File: src/logic/flash_ctrl_pkg.sv
// Constants shared by the flash page, protection and timing control logic.
package flash_ctrl_pkg;
  // Register indices; the byte address on the bus is four times the index.
  localparam logic [11:0] CTRL_IDX = 12'hFF8;
  localparam logic [11:0] PROT_IDX = 12'hFF9;
  localparam logic [11:0] FREQ_HI_IDX = 12'hFFA;
  localparam logic [11:0] FREQ_LO_IDX = 12'hFFB;
  localparam logic [11:0] CMD_IDX = 12'hFFC;
  localparam logic [11:0] DATA_IDX = 12'hFFD;
  localparam logic [11:0] OFFS_HI_IDX = 12'hFFE;
  localparam logic [11:0] OFFS_LO_IDX = 12'hFFF;
  localparam int ADDR_W = 14;
  localparam int IDX_LSB = 2;

  // Control values and field positions.
  localparam logic [7:0] UNLOCK_CODE = 8'h5E;
  localparam int INFO_SEL_BIT = 7;
  localparam int CMD_PROG_BIT = 0;
  localparam int CMD_ERASE_BIT = 1;
  localparam int STAT_BUSY_BIT = 0;
  localparam int STAT_VIOL_BIT = 1;
  localparam int STAT_UNLOCK_BIT = 2;
  localparam int SECTOR_MSB = 15;
  localparam int SECTOR_LSB = 13;

  // Information area sits at FE00H..FFFFH, that is page 7FH.
  localparam logic [6:0] INFO_PAGE = 7'h7F;

  // Reset values.
  localparam logic [7:0] PAGE_RESET = 8'h00;
  localparam logic [7:0] LOCK_RESET = 8'h00;
  localparam logic [7:0] FREQ_RESET = 8'h00;

  // Operation lengths in milliseconds, counted in ticks of flash_clock_khz cycles.
  localparam logic [15:0] PROG_MS = 16'h0001;
  localparam logic [15:0] ERASE_MS = 16'h000A;

  // Bus answers.
  localparam logic [1:0] RESP_OKAY = 2'h0;
  localparam logic [1:0] RESP_SLVERR = 2'h2;

  typedef enum logic {OP_IDLE, OP_RUN} op_state_e;
endpackage

File: src/logic/flash_page_protect_control.sv
// Flash page select, sector write lock and operation timing behind an AXI4-Lite slave.
`timescale 1ns/1ps
// Contract
// - Info select maps information area to FE00H-FFFFH.
// - Seven-bit page forms flash address bits 15:9.
// - Sector lock reachable only after control 5EH.
// - Sector lock bits set only, never cleared.
// - Locked sector blocks program and erase.
// - Sector lock and page select share FF9H.
// - High and low bytes form sixteen-bit kHz value.
module flash_page_protect_control
  import flash_ctrl_pkg::*;
#(
  parameter int DATA_W = 32
) (
  input wire logic clk,
  input wire logic srst,
  input wire logic [ADDR_W-1:0] awaddr,
  input wire logic awvalid,
  output logic awready,
  input wire logic [DATA_W-1:0] wdata,
  input wire logic [DATA_W/8-1:0] wstrb,
  input wire logic wvalid,
  output logic wready,
  output logic [1:0] bresp,
  output logic bvalid,
  input wire logic bready,
  input wire logic [ADDR_W-1:0] araddr,
  input wire logic arvalid,
  output logic arready,
  output logic [DATA_W-1:0] rdata,
  output logic [1:0] rresp,
  output logic rvalid,
  input wire logic rready,
  output logic [15:0] flashAddr,
  output logic [7:0] flashWriteData,
  output logic flashProgram,
  output logic flashErase,
  output logic infoAreaSelected
);
  // Software-visible state.
  logic [7:0] pageSelect;
  logic [7:0] sectorWriteLock;
  logic [7:0] flashClockKhzHigh;
  logic [7:0] flashClockKhzLow;
  logic [7:0] progData;
  logic [8:0] pageOffset;
  logic unlocked;
  logic violation;
  logic [7:0] next_pageSelect;
  logic [7:0] next_sectorWriteLock;
  logic [7:0] next_flashClockKhzHigh;
  logic [7:0] next_flashClockKhzLow;
  logic [7:0] next_progData;
  logic [8:0] next_pageOffset;
  logic next_unlocked;
  logic next_violation;

  // Bus handshake state.
  logic next_awready;
  logic next_bvalid;
  logic [1:0] next_bresp;
  logic next_arready;
  logic next_rvalid;
  logic [1:0] next_rresp;
  logic [DATA_W-1:0] next_rdata;

  // Operation state.
  op_state_e opState;
  op_state_e next_opState;
  logic [15:0] msCount;
  logic [15:0] next_msCount;
  logic [15:0] opLength;
  logic [15:0] next_opLength;
  logic [15:0] next_flashAddr;
  logic [7:0] next_flashWriteData;
  logic next_flashProgram;
  logic next_flashErase;
  logic next_infoAreaSelected;

  logic wrTake;
  logic rdTake;
  logic [11:0] wrIdx;
  logic [11:0] rdIdx;
  logic [7:0] wrByte;
  logic wrMapped;
  logic rdMapped;
  logic [15:0] flashClockKhz;
  logic [15:0] targetAddr;
  logic targetLocked;
  logic startProg;
  logic startErase;
  logic msTick;

  assign wrTake = awvalid & awready;
  assign rdTake = arvalid & arready;
  assign wrIdx = awaddr[ADDR_W-1:IDX_LSB];
  assign rdIdx = araddr[ADDR_W-1:IDX_LSB];
  assign wrByte = wdata[7:0];
  assign flashClockKhz = {flashClockKhzHigh, flashClockKhzLow};
  assign wrMapped = (wrIdx >= CTRL_IDX);
  assign rdMapped = (rdIdx >= CTRL_IDX);

  // Target of the next program or erase: information area or the selected page.
  always_comb
  begin
    if (pageSelect[INFO_SEL_BIT])
    begin
      targetAddr = {INFO_PAGE, pageOffset};
    end
    else
    begin
      targetAddr = {pageSelect[6:0], pageOffset};
    end
    targetLocked = sectorWriteLock[targetAddr[SECTOR_MSB:SECTOR_LSB]];
  end

  assign startProg = wrTake && wstrb[0] && wrIdx == CMD_IDX && wrByte[CMD_PROG_BIT] && opState == OP_IDLE;
  assign startErase = wrTake && wstrb[0] && wrIdx == CMD_IDX && wrByte[CMD_ERASE_BIT] && !wrByte[CMD_PROG_BIT]
    && opState == OP_IDLE;

  // Write channel: address and data are taken together, the response follows.
  always_comb
  begin
    next_awready = awvalid && wvalid && !awready && !bvalid;
    next_bvalid = bvalid;
    next_bresp = bresp;
    if (bvalid && bready)
    begin
      next_bvalid = 1'b0;
    end
    if (wrTake)
    begin
      next_bvalid = 1'b1;
      next_bresp = wrMapped ? RESP_OKAY : RESP_SLVERR;
    end
  end

  // Register writes.
  always_comb
  begin
    next_pageSelect = pageSelect;
    next_sectorWriteLock = sectorWriteLock;
    next_flashClockKhzHigh = flashClockKhzHigh;
    next_flashClockKhzLow = flashClockKhzLow;
    next_progData = progData;
    next_pageOffset = pageOffset;
    next_unlocked = unlocked;
    next_violation = violation;
    if (wrTake && wstrb[0])
    begin
      unique case (wrIdx)
        CTRL_IDX:
        begin
          next_unlocked = (wrByte == UNLOCK_CODE);
          next_violation = 1'b0;
        end
        PROT_IDX:
        begin
          if (unlocked)
          begin
            next_sectorWriteLock = sectorWriteLock | wrByte;
          end
          else
          begin
            next_pageSelect = wrByte;
          end
        end
        FREQ_HI_IDX: next_flashClockKhzHigh = wrByte;
        FREQ_LO_IDX: next_flashClockKhzLow = wrByte;
        DATA_IDX: next_progData = wrByte;
        OFFS_HI_IDX: next_pageOffset = {wrByte[0], pageOffset[7:0]};
        OFFS_LO_IDX: next_pageOffset = {pageOffset[8], wrByte};
        default:
        begin
          next_unlocked = unlocked;
        end
      endcase
    end
    // A blocked start sets the flag even in the cycle it would be cleared.
    if ((startProg || startErase) && targetLocked)
    begin
      next_violation = 1'b1;
    end
  end

  // Read channel.
  always_comb
  begin
    next_arready = arvalid && !arready && !rvalid;
    next_rvalid = rvalid;
    next_rresp = rresp;
    next_rdata = rdata;
    if (rvalid && rready)
    begin
      next_rvalid = 1'b0;
    end
    if (rdTake)
    begin
      next_rvalid = 1'b1;
      next_rresp = rdMapped ? RESP_OKAY : RESP_SLVERR;
      next_rdata = '0;
      unique case (rdIdx)
        CTRL_IDX:
        begin
          next_rdata[STAT_BUSY_BIT] = (opState == OP_RUN);
          next_rdata[STAT_VIOL_BIT] = violation;
          next_rdata[STAT_UNLOCK_BIT] = unlocked;
        end
        PROT_IDX: next_rdata[7:0] = unlocked ? sectorWriteLock : pageSelect;
        FREQ_HI_IDX: next_rdata[7:0] = flashClockKhzHigh;
        FREQ_LO_IDX: next_rdata[7:0] = flashClockKhzLow;
        DATA_IDX: next_rdata[7:0] = progData;
        OFFS_HI_IDX: next_rdata[0] = pageOffset[8];
        OFFS_LO_IDX: next_rdata[7:0] = pageOffset[7:0];
        default: next_rdata = '0;
      endcase
    end
  end

  // Program and erase sequencer, timed in milliseconds of the kHz value.
  always_comb
  begin
    next_opState = opState;
    next_msCount = msCount;
    next_opLength = opLength;
    next_flashAddr = flashAddr;
    next_flashWriteData = flashWriteData;
    next_flashProgram = flashProgram;
    next_flashErase = flashErase;
    next_infoAreaSelected = pageSelect[INFO_SEL_BIT];
    unique case (opState)
      OP_IDLE:
      begin
        if ((startProg || startErase) && !targetLocked)
        begin
          next_opState = OP_RUN;
          next_msCount = '0;
          next_opLength = startProg ? PROG_MS : ERASE_MS;
          next_flashAddr = startProg ? targetAddr : {targetAddr[15:9], 9'h000};
          next_flashWriteData = progData;
          next_flashProgram = startProg;
          next_flashErase = startErase;
        end
      end
      OP_RUN:
      begin
        if (msTick)
        begin
          next_msCount = msCount + 16'h0001;
          if (msCount + 16'h0001 >= opLength)
          begin
            next_opState = OP_IDLE;
            next_flashProgram = 1'b0;
            next_flashErase = 1'b0;
          end
        end
      end
    endcase
  end

  ms_tick_divider #(
    .WIDTH(16)
  ) u_ms_tick (
    .clk(clk),
    .srst(srst),
    .run(opState == OP_RUN),
    .divisor(flashClockKhz),
    .tick(msTick)
  );

  always_ff @(posedge clk)
  begin
    if (srst)
    begin
      pageSelect <= PAGE_RESET;
      sectorWriteLock <= LOCK_RESET;
      flashClockKhzHigh <= FREQ_RESET;
      flashClockKhzLow <= FREQ_RESET;
      progData <= 8'h00;
      pageOffset <= 9'h000;
      unlocked <= 1'b0;
      violation <= 1'b0;
      awready <= 1'b0;
      wready <= 1'b0;
      bvalid <= 1'b0;
      bresp <= RESP_OKAY;
      arready <= 1'b0;
      rvalid <= 1'b0;
      rresp <= RESP_OKAY;
      rdata <= '0;
      opState <= OP_IDLE;
      msCount <= 16'h0000;
      opLength <= 16'h0000;
      flashAddr <= 16'h0000;
      flashWriteData <= 8'h00;
      flashProgram <= 1'b0;
      flashErase <= 1'b0;
      infoAreaSelected <= 1'b0;
    end
    else
    begin
      pageSelect <= next_pageSelect;
      sectorWriteLock <= next_sectorWriteLock;
      flashClockKhzHigh <= next_flashClockKhzHigh;
      flashClockKhzLow <= next_flashClockKhzLow;
      progData <= next_progData;
      pageOffset <= next_pageOffset;
      unlocked <= next_unlocked;
      violation <= next_violation;
      awready <= next_awready;
      wready <= next_awready;
      bvalid <= next_bvalid;
      bresp <= next_bresp;
      arready <= next_arready;
      rvalid <= next_rvalid;
      rresp <= next_rresp;
      rdata <= next_rdata;
      opState <= next_opState;
      msCount <= next_msCount;
      opLength <= next_opLength;
      flashAddr <= next_flashAddr;
      flashWriteData <= next_flashWriteData;
      flashProgram <= next_flashProgram;
      flashErase <= next_flashErase;
      infoAreaSelected <= next_infoAreaSelected;
    end
  end
endmodule

File: src/logic/ms_tick_divider.sv
// Divider that pulses once every flash_clock_khz system clocks, i.e. once per millisecond.
`timescale 1ns/1ps
module ms_tick_divider #(
  parameter int WIDTH = 16
) (
  input wire logic clk,
  input wire logic srst,
  input wire logic run,
  input wire logic [WIDTH-1:0] divisor,
  output logic tick
);
  logic [WIDTH-1:0] count;
  logic [WIDTH-1:0] next_count;
  logic next_tick;

  always_comb
  begin
    next_count = count;
    next_tick = 1'b0;
    if (!run)
    begin
      next_count = '0;
    end
    else if (count + 1'b1 >= divisor)
    begin
      // A divisor of zero or one still yields one tick per cycle.
      next_count = '0;
      next_tick = 1'b1;
    end
    else
    begin
      next_count = count + 1'b1;
    end
  end

  always_ff @(posedge clk)
  begin
    if (srst)
    begin
      count <= '0;
      tick <= 1'b0;
    end
    else
    begin
      count <= next_count;
      tick <= next_tick;
    end
  end
endmodule

File: config.mk
export PLATFORM = sky130hd
export DESIGN_NAME = flash_page_protect_control
export DESIGN_NICKNAME = d
export VERILOG_FILES = /design/src/logic/flash_ctrl_pkg.sv /design/src/logic/flash_page_protect_control.sv /design/src/logic/ms_tick_divider.sv
export SDC_FILE = /design/constraint.sdc
export NUM_CORES = 1
export LEC_CHECK = 0
export ABC_AREA = 1
export BUFFER_PORTS_ARGS = -buffer_cell sky130_fd_sc_hd__buf_2
export CAP_MARGIN = 20
export CORE_ASPECT_RATIO = 1.1
export CORE_MARGIN = 2
export CORE_UTILIZATION = 45
export CTS_BUF_LIST = sky130_fd_sc_hd__clkbuf_2 sky130_fd_sc_hd__clkbuf_4 sky130_fd_sc_hd__clkbuf_8
export CTS_CLUSTER_DIAMETER = 60
export CTS_CLUSTER_SIZE = 10
export DETAILED_ROUTE_END_ITERATION = 8
export PLACE_DENSITY = 0.79
export SYNTH_ARGS = -nofsm -noshare
export SYNTH_HDL_FRONTEND = slang
export SYNTH_SLANG_ARGS = --single-unit
File: constraint.sdc
create_clock -name clk -period 2.9 [get_ports clk]
set_input_delay 0.87 -clock clk [delete_from_list [all_inputs] [get_ports clk]]
set_output_delay 0.87 -clock clk [all_outputs]
set_load 0.005 [all_outputs]
**Word level (Yosys, flattened, before mapping)**

Index checks and enable logic that the tools add are counted.

- Equality and inequality tests: 19
- Multiplexer cells: 33
- Order comparisons: 5
- Bitwise gates (word level): 7
- Reductions and logical operators: 41
- Add/sub/neg operators: 2

Operators with widths:

| cell | count |
|---|---|
| == test 12 bit, second input constant | 15 |
| 2-to-1 mux 16 bit | 3 |
| adder 16 x 1 -> 16 bit, second input constant | 2 |
| greater-or-equal comparator 16 bit | 2 |
| case mux 16 bit (2 select lines) | 1 |
| case mux 5 bit (5 select lines) | 1 |
| greater-or-equal comparator 12 bit, second input constant | 2 |
| case mux 9 bit (2 select lines) | 1 |
| logical AND 1 bit | 16 |
| 2-to-1 mux 1 bit | 16 |
| AND reduction 3 bit | 5 |
| AND reduction 2 bit | 7 |
| case mux 2 bit (6 select lines) | 1 |
| 2-to-1 mux 9 bit | 1 |
| == test 8 x 7 -> 1 bit, second input constant | 1 |
| 2-to-1 mux 8 bit | 1 |
| bitwise OR 8 bit | 1 |
| nonzero test 2 bit | 4 |
| case mux 1 bit (7 select lines) | 1 |
| logical NOT 1 bit | 6 |
| != test 2 x 1 -> 1 bit, second input constant | 3 |
| case mux 1 bit (2 select lines) | 3 |
| < comparator 3 x 4 -> 1 bit, second input constant | 1 |
| 2-to-1 mux 2 bit | 2 |
| 7 further kinds | 11 |

- Output and inout port bits: 68
- Input bits: 71
- Register bits: 144

**Logic depth before layout (Yosys ltp)**

- Depth after elaboration: 10
- Depth in mapped cells: 18
- Depth with buffers taken out: 17

**Modules after synthesis**

A second synthesis with hierarchy kept.

- Cell total of the unflattened synthesis: 932
- Area, all modules: 6,640.1 um2

By module, submodules not included:

| module | cells each | instances | sequential area each (um2) | area an instance (um2) |
|---|---|---|---|---|
| flash_page_protect_control | 734 | 1 | 2,222.1 | 5,342.6 |
| ms_tick_divider | 198 | 1 | 340.3 | 1,297.5 |

**Worst setup path after synthesis**

No wires, ideal clock.

- Path type: register to register
- Start: reg u_ms_tick.count[0]
- End: reg u_ms_tick.count[8]
- Clock period less this slack: 2,559 ps
- Cell stages (with the launch flop): 18
- Buffers on the path: 1
- Path slack: 341 ps
- Arrival: 2,440 ps
- Setup time: 119 ps
- Cells stage by stage: dfxtp_1 nand2_1 nor2_1 nand3_1 nor2_2 nand4_1 xor2_1 inv_1 ha_1 nand2_1 inv_1 nand3_1 nor3_1 nand3_1 nand3_1 nand3b_1 buf_2 nor2_1

- Word-level cells in the longest chain between the ends: 3

RTL lines:

| what | RTL line | RTL |
|---|---|---|
| start: declaration | ms_tick_divider.sv:12 | `logic [WIDTH-1:0] count;` |
| start signal: assignment | ms_tick_divider.sv:45 | `count <= next_count;` |
| adder 16 x 1 -> 16 bit * | ms_tick_divider.sv:24, ms_tick_divider.sv:32 |  |
| greater-or-equal comparator 16 bit | ms_tick_divider.sv:24 | `else if (count + 1'b1 >= divisor)` |
| OR reduction 3 bit (no line) | n/a |  |

Every way passes the cells marked *; elsewhere a longest branch is shown, timed or not.
A chain may end at the register's enable or synchronous reset.

**Worst setup path in the final report**

- Start: reg u_ms_tick.count[0]
- End: reg u_ms_tick.count[4]

The elaborated chain is that of the path after synthesis.

==> impl_metrics.json <==
{
  "p_comb_frac": 0.043,
  "netlist-cell-type-count": 42,
  "path_class": "reg -> reg",
  "placement.io_buffers": 81,
  "timing.final.crit_share": 0.938,
  "vias": 6126,
  "p_sw_frac": 0.239,
  "hp-class": "reg -> reg",
  "maxSlewViolCount": 0,
  "synth-edff-count": 0,
  "power-per-cell-area_nw_per_um2": 455,
  "yosys_warnings": 0,
  "wl_um": 16500,
  "htree_levels": 4,
  "fp.dieW_um": 119,
  "crit_chain": "ha_1, nand3_2, or3_1, xor2_1, inv_1, ha_1, nand3_1, inv_1, a21oi_1, nand3_1, nand3b_1, buf_12, nor2_1",
  "start_util": 0.458,
  "drt_iter0_drc": 566,
  "synth-async-reset-ratio": 0,
  "relSlewSlack": 0.450,
  "start_kind": "flip-flop",
  "yosysTopAreaCell": "dfxtp_1",
  "area_delta_synth_final_pct": 12.8,
  "p_int_w": 0.00257,
  "gr-total-overflow": 0,
  "setup.worst_path.end_class": "flip-flop",
  "arrival_ns": 3.10,
  "netlist_area_um2": 6590,
  "cp_max_fo": 16,
  "drc": 0,
  "cp.required_ns": 3.28,
  "leakage_nw": 3.17,
  "status": "completed",
  "rsz0062_at_grt": "no",
  "yosysMostFrequentCell": "nand2_1",
  "clock_latency_ns": 0.45,
  "clock_sinks": 128,
  "place_congestion": 0.928,
  "netlist_top_cells_count": "nand2_1 (144), nor2_1 (129), dfxtp_1 (128)",
  "dp_slack_ns": 0.151,
  "fin_crit_ns": 2.72,
  "avgSynthCellArea_um2": 7.27,
  "io_pins": 139,
  "grt.total_usage": 0.214,
  "tightest_slew_ns": 0.825,
  "clk_pin_slew_ns": 0.07,
  "finalSetupViolCount": 0,
  "yosysSeqAreaShare": 0.389,
  "die_y_um": 131,
  "synthFlopType": "dfxtp_1",
  "antenna_found_initial": 0,
  "multiInputGateArea_um2": 3340,
  "cts_buffers": 17,
  "grt_pass1_vias": 5496,
  "grt_max_degree": 75,
  "routed_via_density": 5.17,
  "cts_tree": "built",
  "peakVddDrop_mv": 0.256,
  "ant_nets": 0,
  "cp_top_family": "simple AND/OR/NAND/NOR gates",
  "final_util": 0.517,
  "worst-path-buf-inv": 3,
  "pwr-share-clk": 0.433,
  "antenna_cells": 0,
  "switchingPower_w": 0.000809,
  "die-area_um2": 15600,
  "finalWorstSetupSlack_ns": 0.181,
  "hold_viol": 0,
  "first_pass_iters": 5,
  "fmax_ghz": 0.368,
  "power_w": 0.00338,
  "clockRootBuffer": "clkbuf_8",
  "dp_hpwl_um": 12300,
  "final.fill_count": 1419,
  "num_rows": 46,
  "ys_ff_latch": 128,
  "skew_ns": 0.0123,
  "cp_slowest_cell": "or3_1",
  "clk_path_buf_depth": 2,
  "finalSetupTns_ns": 0,
  "core_area_um2": 14400,
  "grt_pass1_wl_um": 26300,
  "drive_above_1_share": 0.160,
  "pwr-share-seq": 0.524,
  "avgRoutedWirePerCell_um": 13.9,
  "synthTopCellsByArea": "dfxtp_1 (39%), nand2_1 (8.2%), nor2_1 (7.3%), inv_1 (6.1%), a21oi_1 (6.0%)",
  "regArea_um2": 2560,
  "max_stage_delay_ns": 0.41,
  "layout.nets": 1075,
  "synth_top_cell_area_share": 0.389,
  "synth_cells": 906,
  "drv_cap": 0
}
power groups by stage:
stage / combinational, W / sequential (W) / clock [W]
finish: 0.000144 / 0.00177 / 0.00147
CTS: 0.000142 / 0.00177 / 0.00149
detailed placement: 0.000142 / 0.00181 / 0
global placement: 0.000140 / 0.00181 / 0
global route: 0.000159 / 0.00177 / 0.00157
floorplan: 0.0000954 / 0.00181 / 0
worst register-to-register path, cell delays in order, from the launching register on:
cell and delay, ns:
dfxtp_1 0.38, ha_1 0.22, nand3_2 0.14, or3_1 0.41
xor2_1 0.20, inv_1 0.07, ha_1 0.27, nand3_1 0.13
inv_1 0.05, a21oi_1 0.16, nand3_1 0.12, nand3b_1 0.22
buf_12 0.21, nor2_1 0.09
layout make-up:
type | instances | share of cell area
inverter | 112 | 0.0566
timing repair buffer | 91 | 0.0680
sequential | 128 | 0.345
clock buffer | 18 | 0.0333
multi-input combinational | 633 | 0.449
clock inverter | 11 | 0.0160
tap | 192 | 0.0323
final timing paths:
check | from | endpoint | slack, ns | cells past startpoint
max | u_ms_tick.count[0]$_SDFF_PP0_ | u_ms_tick.count[4]$_SDFF_PP0_ | 0.18 | 13
min | arready$_SDFF_PP0_ | arready$_SDFF_PP0_ | 0.44 | 1
max reg2reg | u_ms_tick.count[0]$_SDFF_PP0_ | u_ms_tick.count[4]$_SDFF_PP0_ | 0.18 | 13
min reg2reg | arready$_SDFF_PP0_ | arready$_SDFF_PP0_ | 0.44 | 1
registers in the layout, indices dropped and copies added, names as in the netlist, 2 cells and up:
| register | flops |
|---|---|
| flashClockKhzHigh | 8 |
| flashClockKhzLow | 8 |
| flashAddr | 16 |
| opLength | 2 |
| u_ms_tick.count | 16 |
| flashWriteData | 8 |
| pageOffset | 9 |
| progData | 8 |
| msCount | 16 |
| pageSelect | 8 |
| sectorWriteLock | 8 |
| rdata | 8 |
through the flow:
stage / instance area (µm²) / hold WS, ns / cells
after floorplan: 6680 / 0.433 / 931
final: 7430 / 0.436 / 1185
after CTS: 7410 / 0.441 / 1185
after global placement: 7040 / 0.419 / 1156
after detailed placement: 7040 / 0.429 / 1156
after global routing: 7430 / 0.468 / 1185
per-layer routing:
metal	part of all wire	routed length (µm)	GRT usage
met5	0	0	0
met1	0.43	7070	0.263
met2	0.49	8090	0.369
met4	0.025	414	0.0824
met3	0.057	937	0.0469
cell usage in the layout (no fill, tap or decap), types with 21 or more instances in the layout:
master      n
ha_1       21
a211oi_1   32
nand3_1    47
inv_1     107
conb_1     26
buf_2      81
a21oi_1    79
nor2_1    127
nand2_1   144
o21ai_0    51
dfxtp_1   128
kinds of logic (layout without fill, tap and decap cells):
kind of cell	Yosys count	in the layout	share of synthesized area
compound gates	186	186	0.160
fa+ha+maj	21	21	0.0399
flops	128	128	0.389
simple gates	388	388	0.272
buf+inv	170	232	0.123
other cells	1	26	0.000569
xor+xnor	12	12	0.0160
repair_timing:
action                                  in CTS  in global routing
endpoints found under the setup margin       0                 16
buffers inserted                             0                  0
resized for setup                            0                  6
hold buffers                                 0                  0
hold endpoints to repair                     0                  0
Note: power is estimated with default switching activity, not from simulation.
